File: src/spm_defines.svh
`ifndef SPM_DEFINES_SVH
`define SPM_DEFINES_SVH

// Register indexes as printed; byte address is four times the index
`define SPM_IDX_CMD 16'h1811
`define SPM_IDX_WR_VAL 16'h1812
`define SPM_IDX_RD_VAL 16'h1813
`define SPM_IDX_CMD_STS 16'h1814
`define SPM_IDX_GLB_CFG 16'h1840
`define SPM_ADDR_CMD 16'h6044
`define SPM_ADDR_WR_VAL 16'h6048
`define SPM_ADDR_RD_VAL 16'h604C
`define SPM_ADDR_CMD_STS 16'h6050
`define SPM_ADDR_GLB_CFG 16'h6100

// Field positions
`define SPM_CMD_RNW_BIT 7
`define SPM_GLB_MLD_OTHER_NH 17
`define SPM_GLB_MLD_ANY_HBH 16
`define SPM_GLB_VID_IGNORE 15
`define SPM_GLB_USE_TAG 14
`define SPM_GLB_MON_ECHO 13
`define SPM_GLB_MON_PORT_HI 12
`define SPM_GLB_MON_PORT_LO 10
`define SPM_GLB_USE_IP 9
`define SPM_GLB_MLD_EN 8
`define SPM_GLB_IGMP_EN 7
`define SPM_GLB_CNT_TEST 6
`define SPM_GLB_DA_PRIO 5
`define SPM_GLB_FILT_MCAST 4
`define SPM_GLB_DROP_UNK 3
`define SPM_GLB_USE_PREC 2
`define SPM_GLB_TAG_OVER_IP 1
`define SPM_GLB_VLAN_EN 0

// Reset values and counter test load value
`define SPM_GLB_RESET 18'h00006
`define SPM_WR_VAL_RESET 3'h0
`define SPM_CNT_TEST_VALUE 32'h7FFFFFFC

// Table access latency in cycles
`define SPM_ACCESS_CYCLES 2

`endif

File: src/spm_pkg.sv
package spm_pkg;

	typedef struct packed {
		logic mld_other_nh;
		logic mld_any_hbh;
		logic vid_ignore;
		logic use_tag;
		logic mon_echo;
		logic [2:0] mon_ports;
		logic use_ip;
		logic mld_en;
		logic igmp_en;
		logic cnt_test;
		logic da_prio;
		logic filt_mcast;
		logic drop_unknown;
		logic use_prec;
		logic tag_over_ip;
		logic vlan_en;
	} spm_glb_cfg_t;

	typedef struct packed {
		logic [5:0] idx;
		logic [2:0] prio;
	} spm_map_lookup_t;

	typedef enum logic [2:0] {
		SPM_IDLE = 3'b001,
		SPM_BUSY = 3'b010,
		SPM_DONE = 3'b100
	} spm_state_t;

endpackage : spm_pkg

File: src/spm_map_ram.sv
`timescale 1ns/100ps
`default_nettype none

module spm_map_ram #(
	parameter int DEPTH = 64,
	parameter int WIDTH = 3,
	parameter int AW = 6
) (
	input wire logic clk,
	input wire logic we,
	input wire logic [AW-1:0] waddr,
	input wire logic [WIDTH-1:0] wdata,
	input wire logic [AW-1:0] raddr,
	output logic [WIDTH-1:0] rdata
);

	// No reset: contents undefined until written
	logic [WIDTH-1:0] mem [DEPTH];

	initial begin
		if (DEPTH > (1 << AW))
			$error("spm_map_ram: DEPTH exceeds address range");
	end

	always_ff @(posedge clk) begin
		if (we)
			mem[waddr] <= wdata;
		rdata <= mem[raddr];
	end

endmodule : spm_map_ram

`default_nettype wire

File: src/spm_regs.sv
// Register access over APB was chosen for this implementation.
`timescale 1ns/100ps
`default_nettype none
`include "spm_defines.svh"


module spm_regs #(
	parameter int TBL_DEPTH = 64,
	parameter int IDX_W = 6,
	parameter int PRIO_W = 3
) (
	input wire logic pclk,
	input wire logic presetn,
	input wire logic psel,
	input wire logic penable,
	input wire logic pwrite,
	input wire logic [15:0] paddr,
	input wire logic [31:0] pwdata,
	output logic [31:0] prdata,
	output logic pready,
	output logic pslverr,
	output spm_pkg::spm_glb_cfg_t glb_cfg,
	input wire logic [IDX_W-1:0] tos_idx,
	output logic [PRIO_W-1:0] tos_prio,
	output logic [31:0] cnt_read_load
);
	import spm_pkg::*;

	initial begin
		if (TBL_DEPTH != (1 << IDX_W) || PRIO_W != 3)
			$error("spm_regs: unsupported table geometry");
	end

	// ----------------------------------------
	// Bus decode
	// ----------------------------------------
	wire logic setup_ph = psel && !penable;
	wire logic hit_cmd = paddr == `SPM_ADDR_CMD;
	wire logic hit_wr = paddr == `SPM_ADDR_WR_VAL;
	wire logic hit_rd = paddr == `SPM_ADDR_RD_VAL;
	wire logic hit_sts = paddr == `SPM_ADDR_CMD_STS;
	wire logic hit_glb = paddr == `SPM_ADDR_GLB_CFG;
	wire logic hit_any = hit_cmd || hit_wr || hit_rd || hit_sts || hit_glb;
	// Access completes in the first access cycle
	wire logic do_acc = psel && penable;
	wire logic do_wr = do_acc && pwrite;

	// ----------------------------------------
	// Registers
	// ----------------------------------------
	spm_glb_cfg_t glb_q;
	logic [PRIO_W-1:0] wr_val_q;
	logic [PRIO_W-1:0] rd_val_q;
	logic cmd_rnw_q;
	logic [IDX_W-1:0] cmd_idx_q;
	spm_state_t state_q;
	spm_state_t state_d;
	logic [1:0] cnt_q;
	logic pending_q;
	logic [31:0] prdata_q;
	logic pslverr_q;

	wire logic launch = do_wr && hit_cmd && state_q == SPM_IDLE;
	wire logic [31:0] glb_word = {14'h0, glb_q};

	always_ff @(posedge pclk or negedge presetn) begin
		if (!presetn) begin
			glb_q <= spm_glb_cfg_t'(`SPM_GLB_RESET);
			wr_val_q <= `SPM_WR_VAL_RESET;
			cmd_rnw_q <= 1'b0;
			cmd_idx_q <= '0;
		end else begin
			if (do_wr && hit_glb)
				glb_q <= spm_glb_cfg_t'(pwdata[17:0]);
			if (do_wr && hit_wr)
				wr_val_q <= pwdata[PRIO_W-1:0];
			if (launch) begin
				cmd_rnw_q <= pwdata[`SPM_CMD_RNW_BIT];
				cmd_idx_q <= pwdata[IDX_W-1:0];
			end
		end
	end

	// ----------------------------------------
	// Table access sequencer
	// ----------------------------------------
	always_comb begin
		state_d = state_q;
		case (state_q)
			SPM_IDLE: begin
				if (launch)
					state_d = SPM_BUSY;
			end
			SPM_BUSY: begin
				if (cnt_q == 2'(`SPM_ACCESS_CYCLES - 1))
					state_d = SPM_DONE;
			end
			SPM_DONE: state_d = SPM_IDLE;
			default: state_d = SPM_IDLE;
		endcase
	end

	always_ff @(posedge pclk or negedge presetn) begin
		if (!presetn) begin
			state_q <= SPM_IDLE;
			cnt_q <= 2'h0;
			pending_q <= 1'b0;
		end else begin
			state_q <= state_d;
			cnt_q <= (state_q == SPM_BUSY) ? cnt_q + 2'h1 : 2'h0;
			pending_q <= state_d != SPM_IDLE;
		end
	end

	// Table port shared between host access and lookup
	wire logic tbl_we = state_q == SPM_DONE && !cmd_rnw_q;
	wire logic [IDX_W-1:0] tbl_raddr = (state_q != SPM_IDLE) ? cmd_idx_q
		: tos_idx;
	logic [PRIO_W-1:0] tbl_rdata;

	spm_map_ram #(
		.DEPTH(TBL_DEPTH),
		.WIDTH(PRIO_W),
		.AW(IDX_W)
	) i_spm_map_ram (
		.clk(pclk),
		.we(tbl_we),
		.waddr(cmd_idx_q),
		.wdata(wr_val_q),
		.raddr(tbl_raddr),
		.rdata(tbl_rdata)
	);

	always_ff @(posedge pclk or negedge presetn) begin
		if (!presetn)
			rd_val_q <= '0;
		else if (state_q == SPM_DONE && cmd_rnw_q)
			rd_val_q <= tbl_rdata;
	end

	// ----------------------------------------
	// Read mux
	// ----------------------------------------
	wire logic [31:0] rd_mux =
		hit_glb ? glb_word :
		hit_wr ? {29'h0, wr_val_q} :
		hit_rd ? {29'h0, rd_val_q} :
		hit_sts ? {31'h0, pending_q} :
		hit_cmd ? {24'h0, cmd_rnw_q, 1'b0, cmd_idx_q} : 32'h0;

	always_ff @(posedge pclk or negedge presetn) begin
		if (!presetn) begin
			prdata_q <= 32'h0;
			pslverr_q <= 1'b0;
		end else if (setup_ph) begin
			prdata_q <= pwrite ? 32'h0 : rd_mux;
			pslverr_q <= !hit_any;
		end
	end

	// ----------------------------------------
	// Outputs toward the switch engine
	// ----------------------------------------
	logic [PRIO_W-1:0] tos_prio_q;
	logic [31:0] cnt_load_q;

	always_ff @(posedge pclk or negedge presetn) begin
		if (!presetn) begin
			tos_prio_q <= '0;
			cnt_load_q <= 32'h0;
		end else begin
			tos_prio_q <= tbl_rdata;
			cnt_load_q <= glb_q.cnt_test ? `SPM_CNT_TEST_VALUE : 32'h0;
		end
	end

	// Each field below steers the forwarding engine:
	// MLD, IGMP, monitor, VLAN
	assign glb_cfg = glb_q;
	assign tos_prio = tos_prio_q;
	assign cnt_read_load = cnt_load_q;
	assign prdata = prdata_q;
	assign pslverr = pslverr_q;
	assign pready = 1'b1;

endmodule : spm_regs

`default_nettype wire

File: config.mk
export PLATFORM = sky130hd
export DESIGN_NAME = spm_regs
export DESIGN_NICKNAME = d
export VERILOG_FILES = /design/src/spm_pkg.sv /design/src/spm_map_ram.sv /design/src/spm_regs.sv
export VERILOG_INCLUDE_DIRS = /design/src
export SDC_FILE = /design/constraint.sdc
export NUM_CORES = 1
export LEC_CHECK = 0
export BUFFER_PORTS_ARGS = -buffer_cell sky130_fd_sc_hd__buf_2
export CAP_MARGIN = 40
export CORE_AREA = 2 2 130 157
export DETAILED_ROUTE_END_ITERATION = 7
export DIE_AREA = 0 0 132 159
export GPL_TIMING_DRIVEN = 0
export PLACE_DENSITY = 0.92
export SYNTH_ARGS = -nofsm -noshare
export SYNTH_HDL_FRONTEND = slang
export SYNTH_SLANG_ARGS = --single-unit
File: constraint.sdc
create_clock -name pclk -period 4.42 [get_ports pclk]
set_input_delay 0.221 -clock pclk [delete_from_list [all_inputs] [get_ports pclk]]
set_output_delay 0.221 -clock pclk [all_outputs]
set_load 0.02 [all_outputs]
---- Word level (Yosys, flattened, before mapping) ----
Memory sizes are Yosys's and may differ from the RTL's. A register that Yosys moved wholly into a read port is not among the register bits.
Cells that the tools add are included.
cells by class
  add/subtract/negate cells ............... 1
  muxes and demuxes ....................... 14
  div/mod/pow operators ................... 0
  equal/unequal tests ..................... 11
  $mul .................................... 0
  shift-type cells ........................ 0
  order comparisons ....................... 0
  bitwise logic cells ..................... 0
  reductions and logical operators ........ 16
operator list
  operator                                                                  count
  16-bit by 15-bit equality test with 1-bit output (second input constant)  5
  18-bit two-way mux                                                        2
  8-bit two-way mux                                                         4
  31-bit two-way mux                                                        1
  1-bit logical AND                                                         9
  3-bit two-way mux                                                         2
  6-bit two-way mux                                                         1
  3-bit by 1-bit != test with 1-bit output (second input constant)          2
  3-bit one-hot mux with 2 select lines                                     1
  1-bit logical OR                                                          4
  3-bit by 1-bit equality test with 1-bit output (second input constant)    1
  3-bit by 2-bit equality test with 1-bit output (second input constant)    1
  3-bit equality test (second input constant)                               1
  1-bit zero test                                                           3
  2-bit by 1-bit adder with 2-bit output (second input constant)            1
  2-bit by 1-bit equality test with 1-bit output (second input constant)    1
  1-bit two-way mux                                                         2
  2-bit two-way mux                                                         1
word-level totals
  bits of input ports ..................... 59
  bits in registers ....................... 104
  ROM bits ................................ 0
  RAM bits ................................ 192
  memories kept ........................... 1
  output and inout port bits .............. 87
  bits in latches ......................... 0
memory list
  memory             words  width  rd ports  clocked after Yosys merged registers in  wr ports  line               RTL
  i_spm_map_ram.mem  64     3      1         1                                        1         spm_map_ram.sv:18  logic [WIDTH-1:0] mem [DEPTH];

---- Logic depth before layout (Yosys ltp) ----
Gate-level depths: netlist of run 1.
  depth after elaboration ................. 7
  gate-level depth with buffers ........... 10
  gate-level depth less buffers ........... 6

---- Modules after synthesis ----
A second synthesis of run 1 with hierarchy kept.
unflattened totals
  cells, all modules ...................... 670
  area total of the unflattened synthesis .. 10943.0 sq um
by module, submodules not included
  module       area an instance (sq um)  times used  cells each
  spm_map_ram  7863.8                    1           423
  spm_regs     3079.2                    1           247

---- Worst setup path before layout of run 1 ----
Ideal clock, no wire load.
  path kind ............................... register to register
  from .................................... register state_q[0]
  to ...................................... register i_spm_map_ram.rdata[0], read port of i_spm_map_ram.mem
  cell stages (with the launch flop) ...... 10
  period minus slack after synthesis ...... 2425 ps
  data required time ...................... 4347 ps
  data arrival time ....................... 2352 ps
  slack ................................... 1995 ps
  path buffers ............................ 3
  cells stage by stage .................... dfstp_2 or3b_1 buf_2 buf_6 mux2_2 clkbuf_1 nor4_1 a2111oi_0 nand4_1 nor3_2
between the ends
  cells in the longest elaborated chain, start to end .. 2
ends and longest elaborated chain
  item                                      line               RTL
  start: declaration                        spm_regs.sv:56     spm_state_t state_q;
  start signal: assignment                  spm_regs.sv:109    state_q <= state_d;
  3-bit by 1-bit != test with 1-bit output  spm_regs.sv:117    wire logic [IDX_W-1:0] tbl_raddr = (state_q != SPM_IDLE) ? cmd_idx_q
  6-bit two-way mux                         spm_regs.sv:117
  end: declaration                          spm_map_ram.sv:14  output logic [WIDTH-1:0] rdata
Every way passes these cells.
A chain may end at the register's enable or synchronous reset.

---- Worst setup path in the final report of run 1 ----
  from .................................... register state_q[0]
  to ...................................... register i_spm_map_ram.rdata[1], read port of i_spm_map_ram.mem
The elaborated chain is that of the path after synthesis.

==> results.py, run 1 <==
metrics = {
    "clocking": {
        "postCtsSetupRepairBufs": 0,
        "cts.sinks": 255,
        "clkTransAtPathRegs_ns": 0.07,
        "cts_tree": "yes",
        "numCtsBuffers": 25,
        "htreeDepth": 1,
        "cts_buffer_depth": 3,
        "clock_latency_ns": 0.52,
        "clock-root-buffer": "clkbuf_16",
    },
    "detailed_routing": {
        "top_layer_used": "met4",
        "first_pass_iters": 7,
        "post_drt_via_cell_ratio": 6.788,
        "drcViolationCount": 0,
        "ant_nets": 0,
        "drtIter0Drc": 1996,
        "dr_wl_met3_mm": 4.626,
        "routed_wirelength_mm": 35.54,
        "wl_per_cell_um": 26.30,
        "routed-via-count": 9171,
        "wl_met1_mm": 10.87,
        "met2_length_mm": 16.81,
    },
    "critical_path": {
        "cpMaxStageDelayCell": "nor4_1",
        "worstPathCellList": "nor4bb_1, buf_2, a21o_1, clkbuf_1, nor2_1, a32oi_1, nand4_1, nor4_1",
        "reg2reg_slack_ns": 0.47,
        "cp-end-kind": "flop",
        "path_class": "flop to flop",
        "critPathMaxFanout": 10,
        "critPathTopFamily": "simple AND/OR/NAND/NOR gates",
        "start_kind": "flop",
        "slowest_delay_ns": 0.81,
        "crit_required_ns": 4.75,
        "critical_path_buf_inv_count": 2,
        "crit_arrival_ns": 4.28,
    },
    "die": {
        "die_x_um": 132,
        "coreArea_sq_mm": 0.01941,
        "die_h_um": 159,
        "io-pin-count": 146,
        "die-area_sq_mm": 0.02099,
        "num_rows": 56,
        "start_util_pct": 59.32,
    },
    "timing": {
        "final_max_slew_viol_count": 0,
        "skew_ns": 0.01166,
        "slew_headroom_pct": 35.94,
        "worstMarginPinSlew_ns": 0.9522,
        "fin_crit_ns": 3.953,
        "setup_viol": 0,
        "setup_tns_ns": 0,
        "hold_viol_final": 0,
        "timing.final.crit_share_pct": 89.43,
        "rsz0062_at_grt": "no",
        "fmax_mhz": 253.0,
    },
    "pwr": {
        "peakVddDrop_v": 0.0002748,
        "total_power_mw": 5.159,
        "power_frac_clock_pct": 45.8,
        "switching_power_mw": 1.116,
        "seqPwrFrac_pct": 49.6,
        "power-per-cell-area_mw_per_mm2": 378.0,
        "combPwrFrac_pct": 4.6,
        "intPower_mw": 4.044,
        "switching_share_pct": 21.62,
        "p_leak_nw": 5.164,
    },
    "placed_design": {
        "port_buffers": 112,
        "hpwlAfterDp_mm": 21.78,
        "gp_congestion": 0.9573,
        "post-place-cells": 1284,
    },
    "logic_synthesis": {
        "synth_flop_cell": "edfxtp_1",
        "synth-edff-count": 192,
        "ys_types": 54,
        "syn_area_sq_mm": 0.01151,
        "seq_area_frac_synth_pct": 63.68,
        "synth_seq_cells": 255,
        "synthTopCellsByCount": "192 x edfxtp_1, 95 x nor2_1, 68 x nand2_1, 57 x dfrtp_1, 50 x buf_4",
        "synthCells": 891,
        "synth_most_common_cell": "edfxtp_1",
        "synth_top_area_share_pct": 50.08,
        "yosys_warnings": 0,
        "synth_area_leader_cell": "edfxtp_1",
        "ys_async_sr_fraction_pct": 23.53,
        "synth.avg_cell_area_sq_um": 12.92,
        "synth.area.top_cells": "edfxtp_1 50%, dfrtp_1 12%, mux2_2 3.5%, mux2i_1 3.5%, buf_4 3.3%",
    },
    "cells_and_area": {
        "area_growth_pct": 18.57,
        "fin_nets": 1130,
        "post-route-util_pct": 70.33,
        "layout-drive-gt1-share_pct": 25.83,
        "final_cells": 1351,
    },
    "global_routing": {
        "antenna_found_initial": 2,
        "grt_max_degree": 52,
        "first_global_vias": 9004,
        "grt_overflow": 0,
        "grt_util_all_layers_pct": 33.31,
        "grt_pass1_wl_mm": 53.08,
    },
    "status": {
        "outcome": "finished, final reports clean",
    },
    "flow_run": {
        "drv_cap": 0,
    },
    "min_path": {
        "hp-class": "input port to flop",
    },
}
[per-stage QoR]
step                      instance area (sq um)  hold WS, ns  setup slack (ns)
after floorplan                           11570     -0.07459             1.995
after global placement                    12460       0.3388             1.129
after detailed placement                  12540       0.2739             1.092
after CTS                                 13640      0.08833             1.030
after global routing                      13650       0.1220            0.5211
final                                     13650       0.1031            0.4670
[power groups by stage]
| stage | Combinational, mW | Sequential, mW | Clock, mW |
|---|---|---|---|
| 5_1_grt | 0.245 | 2.56 | 2.42 |
| 6_report | 0.236 | 2.56 | 2.36 |
| 3_3_place_gp | 0.197 | 2.61 | 0 |
| 4_1_cts | 0.223 | 2.56 | 2.33 |
| 3_5_place_dp | 0.205 | 2.61 | 0 |
| 2_1_floorplan | 0.116 | 2.61 | 0 |
[timing repair]
item / in CTS / in global routing
endpoints found under the hold margin: 50 / 0
resized for setup: 0 / 0
hold buffers: 19 / 0
[worst register-to-register path, delay by kind of cell (launching register included)]
kind            cells  cell delay [ns]
buf+inv             2             0.92
compound gates      2             0.73
flops               1             0.57
simple gates        4             1.53
[metal layers]
layer	vias to the layer above	GRT usage (%)
met5	-	0
met3	284	8.118
met1	4234	38.26
met4	0	23.52
met2	941	54.81
li1	3712	-
[cell families (layout without fill, tap and decap cells)]
| family | count (synthesis) | after routing | share of synthesized area (%) |
|---|---|---|---|
| AOI/OAI and AO/OA | 141 | 141 | 9.967 |
| other | 2 | 20 | 0.06523 |
| adders and majority gates | 1 | 1 | 0.1087 |
| buffers and inverters | 141 | 322 | 6.532 |
| DFF | 255 | 255 | 63.68 |
| muxes | 77 | 77 | 7.119 |
| and+or+nand+nor | 274 | 274 | 12.53 |
[cell type report]
class	instances	area, sq um
sequential	255	7335
fill	1138	5758
multi-input combinational	511	3491
timing repair buffer	136	835.8
clock buffer	26	629.4
buffer	105	616.8
tap	261	326.6
clock inverter	19	276.5
inverter	36	135.1
antenna	2	5.005
[placed cells by master, fill, tap and decap left out, drive strengths merged, types with 21 or more instances in the layout]
cell type and n:
a2111oi 34, a211oi 41, a32oi 21, buf 186, clkbuf 62, dfrtp 57, edfxtp 192, inv 43
mux2 36, mux2i 41, nand2 68, nor2 95, nor4 29
[sequential cells by signal (all words and copies together), names as in the netlist]
signal,count
cmd_idx_q,6
wr_val_q,3
prdata,18
pslverr,1
pending_q,1
tos_prio,3
cnt_read_load,1
i_spm_map_ram.mem,192
cmd_rnw_q,1
glb_cfg,18
state_q,3
cnt_q,2
rd_val_q,3
i_spm_map_ram.rdata,3
[path summary, 6_finish.rpt]
check / endpoint / start / cells after the start
max: i_spm_map_ram.rdata[1] / state_q[0] / 8
min: prdata[1] / paddr[2] / 4
max reg2reg: i_spm_map_ram.rdata[1] / state_q[0] / 8
min reg2reg: tos_prio[2] / i_spm_map_ram.rdata[2] / 0
max in group asynchronous: state_q[0] / presetn / 3
min in group asynchronous: rd_val_q[1] / presetn / 2
Power figures use the tool's default switching activity.
==> run 2, diff against run 1 <==
--- a/config.mk
+++ b/config.mk
@@ -6,11 +6,13 @@
 export SDC_FILE = /design/constraint.sdc
 export NUM_CORES = 1
 export LEC_CHECK = 0
+export ABC_AREA = 1
+export ABC_CLOCK_PERIOD_IN_PS = 4420
 export BUFFER_PORTS_ARGS = -buffer_cell sky130_fd_sc_hd__buf_2
 export CAP_MARGIN = 40
-export CORE_AREA = 2 2 130 157
+export CORE_AREA = 2 2 131 159
 export DETAILED_ROUTE_END_ITERATION = 7
-export DIE_AREA = 0 0 132 159
+export DIE_AREA = 0 0 133 161
 export GPL_TIMING_DRIVEN = 0
 export PLACE_DENSITY = 0.92
 export SYNTH_ARGS = -nofsm -noshare
==> run 2 against run 1 <==
Sequential share of layout area shrank 0.33 points. Clock-buffer cell count grew 3. Fmax grew 49%. Cell count grew 22%. Die area increased by 2.0%. Critical path type unchanged.
==> results.py, run 2 <==
metrics = {
    "critical_path": {
        "slowest_delay_ns": 0.58,
        "crit_top_cell": "nor2_1",
        "cpMaxStageDelayCell": "nand3_1",
        "rr_worst_depth": 5,
        "reg2reg_slack_ns": 1.77,
        "r2r-start": "state_q[0]",
        "critPathMaxFanout": 8,
        "crit_arrival_ns": 2.85,
        "start_kind": "flop",
        "path_class": "flop to flop",
        "cp-end-kind": "flop",
        "crit_required_ns": 4.61,
        "worstPathCellList": "nor4_2, inv_1, nor2_1, nand3_1, nor2_1",
        "r2r_end": "i_spm_map_ram.mem[45][1]",
    },
    "clocking": {
        "cts_hold_buf": 16,
        "postCtsSetupRepairBufs": 0,
        "ctsResizeCount": 0,
        "clock_latency_ns": 0.54,
        "clock-root-buffer": "clkbuf_16",
        "cts.sinks": 255,
        "clkTransAtPathRegs_ns": 0.07,
        "cts_tree": "yes",
        "cts_buffer_depth": 3,
        "htreeDepth": 1,
        "numCtsBuffers": 24,
    },
    "detailed_routing": {
        "ant_nets": 0,
        "post_drt_via_cell_ratio": 5.749,
        "drtIter0Drc": 1100,
        "first_pass_iters": 8,
        "wl_per_cell_um": 19.73,
        "routed-via-count": 9463,
        "routed_wirelength_mm": 32.48,
        "drcViolationCount": 0,
    },
    "timing": {
        "timing.final.crit_share_pct": 60.00,
        "slew_headroom_pct": 43.54,
        "rsz0062_at_grt": "no",
        "fin_crit_ns": 2.652,
        "skew_ns": 0.01589,
        "fmax_mhz": 377.1,
        "final_max_slew_viol_count": 0,
        "worstMarginPinSlew_ns": 0.8444,
        "hold_viol_final": 0,
        "setup_viol": 0,
        "setup_tns_ns": 0,
    },
    "global_routing": {
        "grt_util_all_layers_pct": 30.16,
        "grt_overflow": 0,
        "grt_pass1_wl_mm": 49.67,
        "grt_max_degree": 49,
        "antenna_found_initial": 0,
        "first_global_vias": 9560,
    },
    "logic_synthesis": {
        "yosys_warnings": 0,
        "synthCells": 1188,
        "synth_most_common_cell": "nand2_1",
        "ys_types": 40,
        "synth_top_area_share_pct": 49.12,
        "synthTopCellsByCount": "276 x nand2_1, 192 x edfxtp_1, 190 x nand3_1, 182 x inv_1, 84 x nor2_1",
        "seq_area_frac_synth_pct": 62.46,
        "synth_flop_cell": "edfxtp_1",
        "synth_area_leader_cell": "edfxtp_1",
        "synth-edff-count": 192,
        "synth.avg_cell_area_sq_um": 9.880,
        "synth.area.top_cells": "edfxtp_1 49%, dfrtp_1 12%, nand2_1 8.8%, nand3_1 8.1%, inv_1 5.8%",
        "synth_seq_cells": 255,
        "syn_area_sq_mm": 0.01174,
        "ys_async_sr_fraction_pct": 23.53,
    },
    "placed_design": {
        "post-place-cells": 1586,
        "port_buffers": 113,
        "gp_congestion": 0.9354,
        "hpwlAfterDp_mm": 20.76,
    },
    "min_path": {
        "min_to": "cmd_idx_q[1]",
        "hold-path-cell-count": 3,
        "hp-class": "input port to flop",
        "hold_path.startpoint": "pwdata[1]",
    },
    "cells_and_area": {
        "layout-drive-gt1-share_pct": 19.33,
        "top_register": "i_spm_map_ram.mem",
        "final_cells": 1646,
        "layout_common_cells": "276 x nand2_1, 192 x edfxtp_1, 190 x nand3_1",
        "area_growth_pct": 17.01,
        "fin_nets": 1423,
        "nFillCells": 1251,
        "multiInputGateArea_sq_mm": 0.003159,
        "diodes": 0,
        "largest_reg_flops": 192,
        "regArea_sq_mm": 0.007335,
        "final_common_cell": "nand2_1",
    },
    "pwr": {
        "peakVddDrop_v": 0.0003122,
        "power-per-cell-area_mw_per_mm2": 359.5,
        "p_leak_nw": 6.513,
    },
    "flow_run": {
        "drv_cap": 0,
    },
    "die": {
        "num_rows": 57,
        "start_util_pct": 58.99,
        "coreArea_sq_mm": 0.01990,
        "die-area_sq_mm": 0.02141,
        "io-pin-count": 146,
        "die_h_um": 161,
        "die_x_um": 133,
    },
    "status": {
        "outcome": "finished, final reports clean",
    },
}
## run 2: cell types whose count changed in the layout (fill, tap and decap cells not counted), sizes merged, moves of 25 or more
cell,change
mux2,-25
a211oi,-41
o21ai,+27
a2111oi,-34
nand3,+188
inv,+144
nor4,-25
nand2,+212
mux2i,-41
## run 2: through the flow
stage / util, % / setup slack, ns / power (mW) / hold slack [ns] / area [sq um]
floorplan: - / 2.633 / 2.769 / -0.07459 / 11800
global placement: 63.80 / 2.021 / 2.860 / 0.3453 / 12690
detailed placement: 64.22 / 1.969 / 2.868 / 0.3075 / 12780
CTS: 69.02 / 1.907 / 4.895 / 0.003465 / 13730
global route: 69.02 / 1.713 / 5.026 / 0.01566 / 13730
finish: 69.02 / 1.768 / 4.938 / 0.0006189 / 13730
## run 2: worst max path at each step
stage | from | endpoint | slack, ns
floorplan | state_q[0] | i_spm_map_ram.mem[13][0] | 2.63
global placement | state_q[0] | i_spm_map_ram.mem[13][0] | 2.02
detailed placement | state_q[0] | i_spm_map_ram.mem[5][1] | 1.97
CTS | state_q[0] | i_spm_map_ram.mem[23][2] | 1.91
global route | state_q[0] | i_spm_map_ram.mem[37][1] | 1.71
finish | state_q[0] | i_spm_map_ram.mem[45][1] | 1.77
## run 2: report_power, final
part	total (mW)	switching [mW]	internal, mW
clock network	2.10	0.910	1.19
logic	0.284	0.188	0.0966
registers	2.56	0.00369	2.55
total	4.94	1.10	3.84
## run 2: layout make-up
type	instances	area share (%)
plain buffers	91	4.373
clock buffers	29	4.810
clock inverters	15	0.9839
inverters	188	5.147
multi-input cells	670	23.00
flip-flops and latches	255	53.40
well taps	265	2.414
repair buffers	133	5.867
## run 2: kinds of logic after synthesis
logic type	share of synthesized area [%]
mux	1.055
compound gates	2.761
flops	62.46
buf+inv	11.14
fa+ha+maj	0.1066
simple gates	22.42
other cells	0.06398
## run 2: routing by layer
layer	routed length, um	up-vias	part of all wire [%]	global-route usage (%)
met4	2134	0	6.6	19.35
met2	16000	736	49	51.46
met1	10690	4359	33	34.45
met5	0	-	0	0
met3	3657	187	11	6.591
li1	-	4181	-	-
## run 2: critical path: cells and delay by family (launching register included)
kind / cells / cell delay, ns
flip-flops: 1 / 0.41
buffers and inverters: 1 / 0.09
AND/OR/NAND/NOR: 4 / 1.81
==> run 3, diff against run 2 <==
--- a/config.mk
+++ b/config.mk
@@ -7,14 +7,14 @@
 export NUM_CORES = 1
 export LEC_CHECK = 0
 export ABC_AREA = 1
-export ABC_CLOCK_PERIOD_IN_PS = 4420
+export ABC_CLOCK_PERIOD_IN_PS = 2300
 export BUFFER_PORTS_ARGS = -buffer_cell sky130_fd_sc_hd__buf_2
 export CAP_MARGIN = 40
-export CORE_AREA = 2 2 131 159
+export CORE_AREA = 2 2 139 169
 export DETAILED_ROUTE_END_ITERATION = 7
-export DIE_AREA = 0 0 133 161
+export DIE_AREA = 0 0 141 171
 export GPL_TIMING_DRIVEN = 0
-export PLACE_DENSITY = 0.92
+export PLACE_DENSITY = 0.87
 export SYNTH_ARGS = -nofsm -noshare
 export SYNTH_HDL_FRONTEND = slang
 export SYNTH_SLANG_ARGS = --single-unit
==> constraint.sdc (replaced) <==
create_clock -name pclk -period 2.3 [get_ports pclk]
set_input_delay 0.115 -clock pclk [delete_from_list [all_inputs] [get_ports pclk]]
set_output_delay 0.115 -clock pclk [all_outputs]
set_load 0.02 [all_outputs]
==> run 3 against run 2 <==
The flow now finishes with violations (negative setup slack). Fmax increased by 8.7%. Register-to-register slack got worse by 1.9 ns. Critical path depth increased by 8. First-iteration DRC count increased by 45%. Hold slack improved by 0.12 ns.
==> results.py, run 3 (synthesis gave the netlist of run 2 again) <==
metrics = {
    "die": {
        "start_util_pct": 51.78,
        "num_rows": 61,
        "coreArea_sq_mm": 0.02267,
        "die_x_um": 141,
        "die_h_um": 171,
        "io-pin-count": 146,
        "die-area_sq_mm": 0.02411,
    },
    "critical_path": {
        "critPathTopFamily": "simple AND/OR/NAND/NOR gates",
        "r2r-start": "state_q[0]",
        "critical_path_buf_inv_count": 4,
        "cpMaxStageDelayCell": "dfstp_2",
        "cp-end-kind": "flop",
        "r2r_end": "i_spm_map_ram.rdata[1]",
        "crit_required_ns": 2.75,
        "crit_top_cell": "nand3_1",
        "path_class": "flop to flop",
        "reg2reg_slack_ns": -0.14,
        "rr_worst_depth": 13,
        "crit_arrival_ns": 2.89,
        "critPathMaxFanout": 7,
        "start_kind": "flop",
        "worstPathCellList": "nand3_4, buf_8, clkinv_2, nand2_1, nand2_2, buf_8, buf_4, nand3_1, nand3_1, nand3_1, nand3_1, nand3_1, nand2_2",
        "slowest_delay_ns": 0.63,
    },
    "min_path": {
        "hold-path-cell-count": 5,
        "hold_path.startpoint": "paddr[2]",
        "min_to": "prdata[2]",
        "hp-class": "input port to flop",
    },
    "clocking": {
        "clkTransAtPathRegs_ns": 0.07,
        "clock_latency_ns": 0.53,
        "numCtsBuffers": 23,
        "htreeDepth": 1,
        "cts.sinks": 255,
        "cts_buffer_depth": 3,
        "clock-root-buffer": "clkbuf_16",
        "cts_tree": "yes",
    },
    "cells_and_area": {
        "final_cells": 1675,
        "layout-drive-gt1-share_pct": 21.93,
        "top_register": "i_spm_map_ram.mem",
        "area_growth_pct": 19.84,
        "final_common_cell": "nand2_1",
        "post-route-util_pct": 62.05,
        "largest_reg_flops": 192,
        "layout_common_cells": "270 x nand2_1, 192 x edfxtp_1, 182 x inv_1",
        "design_area_sq_mm": 0.01407,
        "fin_nets": 1435,
    },
    "pwr": {
        "p_leak_nw": 6.627,
        "switching_share_pct": 22.15,
        "peakVddDrop_v": 0.0006775,
        "intPower_mw": 7.241,
        "power_frac_clock_pct": 40.6,
        "combPwrFrac_pct": 6.5,
        "power-per-cell-area_mw_per_mm2": 661.2,
        "switching_power_mw": 2.060,
        "seqPwrFrac_pct": 52.9,
    },
    "timing": {
        "slew_headroom_pct": 46.78,
        "final.setup.worst_slack_ns": -0.1395,
        "worstMarginPinSlew_ns": 0.7983,
        "fmax_mhz": 409.9,
        "timing.final.crit_share_pct": 106.1,
        "final_max_slew_viol_count": 0,
        "rsz0062_at_grt": "yes",
        "fin_crit_ns": 2.439,
        "hold_viol_final": 0,
        "skew_ns": 0.02395,
        "setup_viol": 30,
    },
    "detailed_routing": {
        "ant_nets": 0,
        "routed_wirelength_mm": 34.30,
        "first_pass_iters": 8,
        "drcViolationCount": 0,
        "wl_per_cell_um": 20.48,
        "post_drt_via_cell_ratio": 5.879,
        "drtIter0Drc": 1598,
        "routed-via-count": 9847,
    },
    "global_routing": {
        "grt_pass1_wl_mm": 48.73,
        "first_global_vias": 9378,
        "antenna_found_initial": 0,
        "grt_util_all_layers_pct": 26.18,
        "grt_max_degree": 49,
        "grt_overflow": 0,
    },
    "placed_design": {
        "port_buffers": 113,
        "post-place-cells": 1604,
        "placed_area_sq_mm": 0.01280,
        "gp_congestion": 0.9804,
        "hpwlAfterDp_mm": 20.09,
    },
    "status": {
        "violations": "negative setup slack",
        "outcome": "complete, but fails checks",
    },
    "flow_run": {
        "drv_cap": 0,
    },
}
-- run 3: changes by cell type in the layout (fill, tap and decap cells not counted), moves of 6 or more --
cell | previous run | this run
nand2_1 | 276 | 270
clkbuf_2 | 0 | 7
nand3_2 | 1 | 12
nand3_1 | 190 | 177
buf_2 | 134 | 124
buf_4 | 52 | 61
-- run 3: how the worst max path moves through the flow --
stage	start	end	cells after the start
after CTS	state_q[0]	i_spm_map_ram.mem[21][0]	5
after detailed placement	state_q[2]	i_spm_map_ram.mem[13][1]	6
after global routing	state_q[0]	i_spm_map_ram.rdata[2]	11
after floorplan	state_q[0]	i_spm_map_ram.mem[13][0]	5
after global placement	state_q[0]	i_spm_map_ram.mem[29][0]	5
final	state_q[0]	i_spm_map_ram.rdata[1]	13
-- run 3: timing repair --
item,CTS,global route
endpoints found under the setup margin,186,117
hold buffers,21,0
resized for setup,11,58
endpoints found under the hold margin,52,0
pin swaps,2,5
buffers inserted,3,4
cloned,0,2
-- run 3: metal layers --
layer | track usage, % | part of all wire (%) | vias up
li1 | - | - | 4205
met1 | 29.53 | 31 | 4457
met2 | 45.75 | 48 | 919
met3 | 5.765 | 13 | 266
met4 | 15.43 | 7.6 | 0
met5 | 0 | 0 | -
-- run 3: power by group through the flow --
stage	clock (mW)	sequential, mW	combinational, mW
2_1_floorplan	0	5.02	0.298
3_3_place_gp	0	5.01	0.487
3_5_place_dp	0	5.01	0.500
4_1_cts	3.71	4.92	0.536
5_1_grt	3.92	4.92	0.637
6_report	3.78	4.92	0.607
-- run 3: cell type report --
type | instances | area, sq um
buffer | 90 | 664.4
timing repair buffer | 147 | 958.4
sequential | 255 | 7335
clock inverter | 9 | 76.32
inverter | 188 | 709.4
fill | 1560 | 8602
antenna | 1 | 2.502
multi-input combinational | 670 | 3307
clock buffer | 32 | 659.4
tap | 283 | 354.1
-- run 3: metrics by stage --
step / setup TNS [ns] / worst slack (ns) / power, mW / hold slack, ns
after floorplan: 0 / 0.5126 / 5.320 / -0.1806
after global placement: -13.38 / -0.1292 / 5.501 / 0.3445
after detailed placement: -25.53 / -0.2781 / 5.514 / 0.1358
after CTS: -0.02193 / -0.004698 / 9.162 / 0.08475
after global routing: -0.5914 / -0.1482 / 9.475 / 0.1850
final: -1.194 / -0.1395 / 9.300 / 0.1166
-- run 3: worst min-delay path, cell delays in order --
cell	delay (ns)
buf_2	0.11
nand4_1	0.16
o211ai_1	0.10
nand2_1	0.07
nand2_1	0.05
